<file path="src/fig_pkg.sv">
// Package of constants for the floppy interface glue logic
package fig_pkg;
	// Synchronised pin indices
	localparam int P_SRC_A  = 0;
	localparam int P_SRC_B  = 1;
	localparam int P_VCO    = 2;
	localparam int P_WR     = 3;
	localparam int P_RD_N   = 4;
	localparam int P_STB_N  = 5;
	localparam int P_ST1_N  = 6;
	localparam int P_GATE   = 7;
	localparam int P_PC_LO  = 8;
	localparam int P_PC_HI  = 9;
	localparam int P_VALID  = 10;
	localparam int NPIN     = 11;

	// Controller select decode, ports 03F4H and 03F5H
	localparam logic [9:0] SEL_ADDR = 10'h3F4;

	// Timing
	localparam int CLK_PERIOD_NS   = 8;
	localparam int WR_PULSE_NS     = 350;
	localparam int PRECOMP_STEP_NS = 125;
	localparam int WR_PULSE_CYC    = (WR_PULSE_NS + CLK_PERIOD_NS - 1) / CLK_PERIOD_NS;
	localparam int PRECOMP_STEP_CYC = (PRECOMP_STEP_NS / CLK_PERIOD_NS) < 1 ? 1 :
		(PRECOMP_STEP_NS / CLK_PERIOD_NS);

	// Precompensation codes {hi, lo}
	localparam logic [1:0] PC_NONE  = 2'h0;
	localparam logic [1:0] PC_EARLY = 2'h1;
	localparam logic [1:0] PC_LATE  = 2'h2;

	// Buffer depth
	localparam int BUF_DEPTH = 2;

	// Reset values: idle levels, so that no false edge follows reset
	localparam logic [NPIN-1:0] PIN_RST = 11'h070;
endpackage

</file>
<file path="src/fig_glue.sv">
// Floppy interface glue: clocks, precompensation, read path, address bit
`timescale 1ns/1ps
`default_nettype none

// Operation
// - Primary mode: core clock 8 MHz at 500k rate, 4 MHz at 250k.
// - Write clock toggles at twice the bit rate: 1 MHz or 500 kHz.
// - Primary mode: raw write stream passes precompensation, driven active low to drive.
// - Alternate mode: drive write output is just the inverted raw write stream.
// - Two select inputs pick write shift; grounded in alternate mode.
// - Active-low drive read stream is buffered to the controller; unused in alternate.
// - VCO input divided by 4 at 500k, by 8 at 250k, as feedback.
// - PLL reference runs 1 MHz at 500k, 500 kHz at 250k.
// - Data window sample period 1 us at 500k, 2 us at 250k.
// - Alternate mode: capture status bit 1 on latch strobe rising edge for address bit 0.
// - Controller select asserted low on I/O access to 03F4H or 03F5H.
// - Primary mode clocks derive from 16 MHz two-phase source; tied high otherwise.
module fig_glue (
	input  wire logic       clock_i,
	input  wire logic       rst_n_i,
	input  wire logic       mode_alt_i,
	input  wire logic       density_select_i,
	input  wire logic       source_clock_phase_a_i,
	input  wire logic       source_clock_phase_b_i,
	input  wire logic       vco_input_i,
	input  wire logic       raw_write_stream_i,
	input  wire logic       drive_read_stream_n_i,
	input  wire logic       address_latch_strobe_n_i,
	input  wire logic       channel_status1_n_i,
	input  wire logic       disk_write_gate_i,
	input  wire logic       precomp_select_lo_i,
	input  wire logic       precomp_select_hi_i,
	input  wire logic       read_stream_valid_i,
	input  wire logic       io_access_i,
	input  wire logic [9:0] io_addr_i,
	output logic            fdc_core_clock_out_o,
	output logic            fdc_write_clock_o,
	output logic            drive_write_stream_n_o,
	output logic            buffered_read_stream_o,
	output logic            vco_divided_feedback_o,
	output logic            pll_reference_clock_o,
	output logic            data_window_o,
	output logic            aux_address_bit0_o,
	output logic            controller_select_n_o,
	output logic            precomp_ready_o
);
	localparam int N = fig_pkg::NPIN;

	typedef enum logic [1:0] {PG_IDLE, PG_WAIT, PG_PULSE} fig_pg_t;

	typedef struct packed {
		logic [N-1:0] s1;
		logic [N-1:0] s2;
		logic [N-1:0] s3;
		logic [N-1:0] f;
		logic [N-1:0] fd;
		logic         mode;
		logic         rate;
		logic [4:0]   src_cnt;
		logic [2:0]   vco_cnt;
		logic [fig_pkg::BUF_DEPTH-1:0][1:0] buf_mem;
		logic         wp;
		logic         rp;
		logic [1:0]   cnt;
		logic         ready;
		fig_pg_t      pg;
		logic [5:0]   pg_cnt;
		logic         dir;
		logic         core;
		logic         wclk;
		logic         wr_n;
		logic         rd;
		logic         fb;
		logic         ref_clk;
		logic         win;
		logic         aux;
		logic         sel_n;
	} fig_state_t;

	fig_state_t q;
	fig_state_t next_q;
	logic [N-1:0] pins;

	// Shift in cycles for a precompensation code
	function automatic logic [5:0] fig_delay(input logic [1:0] code);
		logic [5:0] r;
		r = 6'(fig_pkg::PRECOMP_STEP_CYC);
		if (code == fig_pkg::PC_EARLY) begin
			r = 6'h00;
		end else if (code == fig_pkg::PC_LATE) begin
			r = 6'(2 * fig_pkg::PRECOMP_STEP_CYC);
		end
		return r;
	endfunction

	always_comb begin
		pins = '0;
		pins[fig_pkg::P_SRC_A] = source_clock_phase_a_i;
		pins[fig_pkg::P_SRC_B] = source_clock_phase_b_i;
		pins[fig_pkg::P_VCO]   = vco_input_i;
		pins[fig_pkg::P_WR]    = raw_write_stream_i;
		pins[fig_pkg::P_RD_N]  = drive_read_stream_n_i;
		pins[fig_pkg::P_STB_N] = address_latch_strobe_n_i;
		pins[fig_pkg::P_ST1_N] = channel_status1_n_i;
		pins[fig_pkg::P_GATE]  = disk_write_gate_i;
		pins[fig_pkg::P_PC_LO] = precomp_select_lo_i;
		pins[fig_pkg::P_PC_HI] = precomp_select_hi_i;
		pins[fig_pkg::P_VALID] = read_stream_valid_i;
	end

	////////////////////////////////////////////////////////////////////////////
	always_comb begin
		logic [N-1:0] rise;
		logic         restart;
		logic         push;
		logic         pop;
		logic [1:0]   code;
		rise    = '0;
		restart = 1'b0;
		push    = 1'b0;
		pop     = 1'b0;
		code    = fig_pkg::PC_NONE;
		next_q  = q;

		// Three-stage sync; a level counts once stages two and three agree
		next_q.s1 = pins;
		next_q.s2 = q.s1;
		next_q.s3 = q.s2;
		for (int i = 0; i < N; i++) begin
			if (q.s2[i] == q.s3[i]) begin
				next_q.f[i] = q.s3[i];
			end
		end
		next_q.fd = q.f;
		rise = q.f & ~q.fd;

		next_q.mode = mode_alt_i;
		next_q.rate = density_select_i;
		restart = (q.mode != mode_alt_i) || (q.rate != density_select_i);

		if (rise[fig_pkg::P_SRC_A] && !q.f[fig_pkg::P_SRC_B]) begin
			next_q.src_cnt = q.src_cnt + 5'h01;
		end
		if (rise[fig_pkg::P_VCO]) begin
			next_q.vco_cnt = q.vco_cnt + 3'h1;
		end
		if (restart || q.mode) begin
			next_q.src_cnt = 5'h00;
			next_q.vco_cnt = 3'h0;
		end

		next_q.core = q.rate ? q.src_cnt[0] : q.src_cnt[1];
		next_q.wclk = q.rate ? q.src_cnt[3] : q.src_cnt[4];
		next_q.ref_clk = q.rate ? q.src_cnt[3] : q.src_cnt[4];
		// data window period follows bit rate
		next_q.win = q.rate ? q.src_cnt[3] : q.src_cnt[4];
		next_q.fb = q.rate ? q.vco_cnt[1] : q.vco_cnt[2];
		next_q.rd = ~q.f[fig_pkg::P_RD_N];

		// capture status on strobe trailing edge
		if (rise[fig_pkg::P_STB_N]) begin
			next_q.dir = q.f[fig_pkg::P_ST1_N];
		end
		next_q.aux = q.mode ? q.dir : 1'b0;

		next_q.sel_n = !(io_access_i && (io_addr_i[9:1] == fig_pkg::SEL_ADDR[9:1]));

		////////////////////////////////////////////////////////////////////////
		// Write edges queue up to two deep behind a pulse still in flight; edges arriving while full are dropped
		// select bits give the shift code
		code = {q.f[fig_pkg::P_PC_HI], q.f[fig_pkg::P_PC_LO]};
		// Gate taken as qualifier; the controller keeps it low when idle
		push = !q.mode && rise[fig_pkg::P_WR] && q.f[fig_pkg::P_GATE] && q.ready;
		pop  = (q.pg == PG_IDLE) && (q.cnt != 2'h0) && !q.mode;
		if (push) begin
			next_q.buf_mem[q.wp] = code;
			next_q.wp = ~q.wp;
		end
		if (pop) begin
			next_q.rp = ~q.rp;
		end
		next_q.cnt = q.cnt + {1'b0, push} - {1'b0, pop};

		unique case (q.pg)
			PG_IDLE: begin
				if (pop) begin
					next_q.pg_cnt = fig_delay(q.buf_mem[q.rp]);
					next_q.pg = PG_WAIT;
				end
			end
			PG_WAIT: begin
				if (q.pg_cnt == 6'h00) begin
					next_q.pg_cnt = 6'(fig_pkg::WR_PULSE_CYC - 1);
					next_q.wr_n = 1'b0;
					next_q.pg = PG_PULSE;
				end else begin
					next_q.pg_cnt = q.pg_cnt - 6'h01;
				end
			end
			PG_PULSE: begin
				if (q.pg_cnt == 6'h00) begin
					next_q.wr_n = 1'b1;
					next_q.pg = PG_IDLE;
				end else begin
					next_q.pg_cnt = q.pg_cnt - 6'h01;
				end
			end
		endcase

		if (q.mode) begin
			next_q.wr_n = ~q.f[fig_pkg::P_WR];
			next_q.pg = PG_IDLE;
			next_q.wp = 1'b0;
			next_q.rp = 1'b0;
			next_q.cnt = 2'h0;
			next_q.core = 1'b0;
			next_q.wclk = 1'b0;
			next_q.ref_clk = 1'b0;
			next_q.win = 1'b0;
			next_q.fb = 1'b0;
			next_q.rd = 1'b0;
		end else if (restart) begin
			next_q.wr_n = 1'b1;
			next_q.pg = PG_IDLE;
		end
		next_q.ready = (next_q.cnt != 2'(fig_pkg::BUF_DEPTH));
	end

	always_ff @(posedge clock_i or negedge rst_n_i) begin
		if (!rst_n_i) begin
			q <= '0;
			q.s1 <= fig_pkg::PIN_RST;
			q.s2 <= fig_pkg::PIN_RST;
			q.s3 <= fig_pkg::PIN_RST;
			q.f <= fig_pkg::PIN_RST;
			q.fd <= fig_pkg::PIN_RST;
			q.pg <= PG_IDLE;
			q.ready <= 1'b1;
			q.wr_n <= 1'b1;
			q.sel_n <= 1'b1;
		end else begin
			q <= next_q;
		end
	end

	////////////////////////////////////////////////////////////////////////////
	assign fdc_core_clock_out_o   = q.core;
	assign fdc_write_clock_o      = q.wclk;
	assign drive_write_stream_n_o = q.wr_n;
	assign buffered_read_stream_o = q.rd;
	assign vco_divided_feedback_o = q.fb;
	assign pll_reference_clock_o  = q.ref_clk;
	assign data_window_o          = q.win;
	assign aux_address_bit0_o     = q.aux;
	assign controller_select_n_o  = q.sel_n;
	assign precomp_ready_o        = q.ready;
endmodule

`default_nettype wire

</file>
<file path="config.mk">
export PLATFORM = sky130hd
export DESIGN_NAME = fig_glue
export DESIGN_NICKNAME = d
export VERILOG_FILES = /design/src/fig_pkg.sv /design/src/fig_glue.sv
export SDC_FILE = /design/constraint.sdc
export NUM_CORES = 1
export LEC_CHECK = 0
export BUFFER_PORTS_ARGS = -buffer_cell sky130_fd_sc_hd__buf_4
export CORE_AREA = 5 5 83 85
export CTS_CLUSTER_SIZE = 24
export DETAILED_ROUTE_END_ITERATION = 12
export DIE_AREA = 0 0 88 90
export GPL_TIMING_DRIVEN = 0
export HOLD_SLACK_MARGIN = 0.08
export PLACE_DENSITY_LB_ADDON = 0.12
export SLEW_MARGIN = 10
export SYNTH_ARGS = -nofsm -noshare
export SYNTH_HDL_FRONTEND = slang
export SYNTH_SLANG_ARGS = --single-unit
</file>
<file path="constraint.sdc">
create_clock -name clock_i -period 5.36 [get_ports clock_i]
set_clock_uncertainty 0.05 [all_clocks]
set_input_delay 0.268 -clock clock_i [delete_from_list [all_inputs] [get_ports clock_i]]
set_output_delay 0.268 -clock clock_i [all_outputs]
set_load 0.05 [all_outputs]
</file>
After elaboration in Yosys (flattened, before gate mapping) --
Cells that the tools add are included.
Storage, ports and cells: register bits after elaboration 86, bits in latches 0, memory bits (writable) 0, memory bits (read-only) 0, input port bits 26, memories 0
Cells by class: add/sub/neg operators 5, $mul 0, divide/modulo/power cells 0, $lt $le $gt $ge 3, equal/unequal tests 23, shift operators 0, muxes and demuxes 32, bitwise logic cells 6, reduce and logical (&&, ||, !) cells 24
Operator list (number):
- one-hot mux 8 bit (3 select lines) | 1
- 2-to-1 mux 2 bit | 8
- 2-to-1 mux 8 bit | 2
- 2-to-1 mux 5 bit | 3
- 2-to-1 mux 6 bit | 2
- inequality test 4 bit, second input constant | 3
- equality test 1 bit | 10
- 2-to-1 mux 1 bit | 10
- nonzero test 2 bit | 5
- equality test 9 bit, second input constant | 1
- logical AND 1 bit | 8
- 2-to-1 mux 4 bit | 2
- bitwise AND 6 bit | 1
- zero test 6 bit | 1
- inequality test 2 bit, second input constant | 3
- inverter 6 bit | 1
- AND reduction 3 bit | 2
- subtractor 6 x 1 -> 6 bit, second input constant | 1
- adder 5 x 1 -> 5 bit, second input constant | 1
- bitwise mux 4 bit | 1
- equality test 2 x 1 -> 1 bit, second input constant | 2
- equality test 2 bit, second input constant | 2
- < comparator 1 x 2 -> 1 bit, second input constant | 2
- inverter 1 bit | 4
- 13 further kinds | 17

Longest topological paths before layout --
depth in word-level cells 9, gate-level depth with buffers 10, depth with buffers taken out 10

Worst setup path after synthesis --
No wires, ideal clock.
path kind register to register, from reg q, in the netlist precomp_ready_o, to reg q, in the netlist precomp_ready_o, library setup time 0.088 ns, arrival 2.177 ns, required time 5.222 ns, setup slack 3.045 ns, stages on the path, launching flop included 10, path buffers 0, cell sequence dfstp_2 > nand2b_1 > nor3_1 > inv_2 > ha_1 > inv_1 > ha_1 > xor2_1 > xnor2_1 > or3_1
RTL lines:
- from (decl) | line fig_glue.sv:80 | fig_state_t q;
- from (signal assigned) | line fig_glue.sv:242 | q <= next_q;

==> flow_summary_export.csv <==
group,metric,value,unit
floorplan,core.rowCount,29,
synth,synth_fp_nets,266,
power,p_leak,0.00169,uW
timing,report.final.hold_viol_count,0,
power,cellPowerDensity,396,nW/um^2
timing,timing.slew.headroom,0.362,
critical_path,rr_startpoint,"q[36]$_DFF_PN0_",
route,dr.pass1.iters,5,
critical_path,cp-startpoint,"q[36]$_DFF_PN0_",
clock_tree,cts_setup_buffers,0,
clock_tree,clk_pin_slew,0.08,ns
critical_path,cp_max_fo,8,
clock_tree,root_buffer,"clkbuf_8",
route,wire_per_inst,13.3,um
route,ant_nets,0,
clock_tree,clkLatencyLatePin,0.35,ns
final_layout,final_nets,325,
synth,syn_avg_cell_area,13.4,um^2
route,vias_per_cell,5.10,
route,route.vias.total,1887,
floorplan,start_util,0.500,
synth,ys_seq_area_frac,0.651,
synth,postSynthCellCount,229,
route,drtIter0Drc,71,
synth,async_flop_share,1.00,
synth,post_synth_num_cell_types,44,
placement,dp_hpwl,3.25,mm
hold_path,hold_start,"next_q[77]$_DFF_PN0_",
global_routing,antenna_found_initial,0,
final_layout,final_common_cell,"dfrtp_1",
final_layout,drive_gt1_frac,0.263,
critical_path,path_class,"register to register",
synth,synth-edff-count,0,
floorplan,design.die.area,7920,um^2
timing,worst_pin_slew,0.957,ns
global_routing,grt_start_max_net_pins,80,
clock_tree,cts.sinks,79,
critical_path,crit_required,5.58,ns
final_layout,layout-area-overhead-vs-synth,23.2,%
timing,clock.fmax,0.409,GHz
flow_run,cap_viol_max_count,0,
clock_tree,htreeDepth,3,
clock_tree,cts_tree,"yes",
route,wl,4.94,mm
placement,pre_cts_ws,2.91,ns
route,drc_errors,0,
timing,setup_tns,0,ns
synth,yosysTopAreaCellShare,0.514,
status,status,"complete, no violations",
critical_path,worstPathArrival,2.67,ns
final_layout,final_cell_mix,"dfrtp_1 (63), buf_4 (35), nor2_1 (23), dfstp_2 (16), dlygate4sd3_1 (15)",
synth,ys_warn_count,0,
synth,synth_top_cell_by_area,"dfrtp_1",
synth,synthFlopType,"dfrtp_1",
placement,gp_congestion,0.792,
floorplan,die_w,88,um
clock_tree,cts_inserted_buffers,9,
clock_tree,cts_buffer_depth,2,
timing,rsz0062_at_grt,"false",
critical_path,critPathCaptureType,"register",
floorplan,io-pin-count,36,
global_routing,grt_pass1_wl,8.74,mm
final_layout,n_antenna_cell,0,
timing,setup_viol,0,
synth,synth_area_leaders,"dfrtp_1 (51%), dfstp_2 (14%), ha_1 (4.5%)",
synth,syn_area,3070,um^2
floorplan,fp.dieH,90,um
floorplan,core,6130,um^2
placement,io_buffers,33,
timing,fin_ws,2.92,ns
timing,layout_min_cycle_time,2.44,ns
timing,period_share,0.456,
synth,synth_seq_cells,79,
global_routing,overflow,0,
power,ir_worst_vdd,221,uV
critical_path,start_kind,"register",
hold_path,min_path_type,"register to register",
global_routing,gr-usage-all-layers,0.142,
timing,drv_slew,0,
global_routing,grt_pass1_vias,1922,
## kinds of logic (layout without fill, tap and decap cells)
logic type / after synthesis / count (layout) / share of synthesized area
DFF: 79 / 79 / 0.651
xor gates and xnor gates: 11 / 11 / 0.0314
adders and majority gates: 21 / 21 / 0.0775
buffers and inverters: 20 / 84 / 0.0298
muxes: 12 / 12 / 0.0412
AOI/OAI and AO/OA: 31 / 31 / 0.0698
and+or+nand+nor: 55 / 55 / 0.0991
## path summary, 6_finish.rpt
check | to | slack (ns) | cells past startpoint
min in group asynchronous | q[9]$_DFFE_PN0P_ | 0.54 | 2
setup reg to reg | precomp_ready_o$_DFF_PN1_ | 2.92 | 10
max in group asynchronous | next_q[37]$_DFFE_PN0N_ | 4.07 | 2
hold / removal | next_q[66]$_DFF_PN0_ | 0.30 | 0
hold reg to reg | next_q[66]$_DFF_PN0_ | 0.30 | 0
setup / recovery | precomp_ready_o$_DFF_PN1_ | 2.92 | 10
## Yosys cell counts (2+ instances only)
cell,count
inv_1,12
buf_4,2
o21ai_0,4
a22o_1,2
nand4_1,3
and2_1,4
nor3_1,3
nor2b_1,3
nand2b_1,2
or3_1,4
xnor2_1,4
clkbuf_1,3
nor2_1,23
a31oi_1,2
nor3b_1,2
o21ai_1,3
o22a_1,3
xor2_1,7
dfstp_2,16
a21oi_1,8
nand2_1,5
mux2i_1,7
ha_1,11
maj3_1,10
dfrtp_1,63
mux2_2,5
## power breakdown
group	total, uW	switching (uW)	internal [uW]
Combinational	302	159	143
Sequential	730	56.5	673
Clock	464	218	247
Total	1500	433	1060
## layer usage
metal  vias to the layer above  track usage  share of wire
li1                        904            -              -
met1                       923        0.184           0.46
met2                        49        0.218           0.48
met3                        11       0.0329          0.039
met4                         0       0.0767          0.023
met5                         -            0              0
## through the flow
step	total power [uW]	util	instances	instance area, um^2	hold slack (ns)
2_1_floorplan	949	-	229	3070	-0.0776
3_3_place_gp	1030	0.556	339	3410	0.282
3_5_place_dp	1040	0.556	339	3410	0.285
4_1_cts	1520	0.616	370	3780	0.301
5_1_grt	1580	0.616	370	3780	0.312
6_report	1500	0.616	370	3780	0.302
## state kept, by name (all words and copies together) (netlist names)
| name | flops |
|---|---|
| q | 41 |
| precomp_ready_o | 1 |
| controller_select_n_o | 1 |
| drive_write_stream_n_o | 1 |
| buffered_read_stream_o | 1 |
| next_q | 30 |
| pll_reference_clock_o | 1 |
| vco_divided_feedback_o | 1 |
| fdc_core_clock_out_o | 1 |
| aux_address_bit0_o | 1 |
## worst max-delay path, stage by stage, from the launching register on
cell	delay (ns)
dfrtp_1	0.36
clkbuf_1	0.17
nand2b_1	0.19
nor3_1	0.44
inv_2	0.07
ha_1	0.29
inv_1	0.04
ha_1	0.17
xor2_1	0.15
xnor2_1	0.14
or3_1	0.30
## area by class of cell
type / instances / area (um^2)
fillers: 495 / 2350
inverters: 13 / 48.8
clock buffers: 11 / 153
well taps: 77 / 96.3
plain buffers: 7 / 42.5
clock inverters: 5 / 63.8
repair buffers: 48 / 398
multi-input cells: 130 / 978
flip-flops and latches: 79 / 2000
## repair_timing
item                      4_1_cts  5_1_grt
hold endpoints to repair       76        0
hold buffers                   15        0
resized for setup               0        0
No activity file was read; power rests on OpenSTA's default activity.
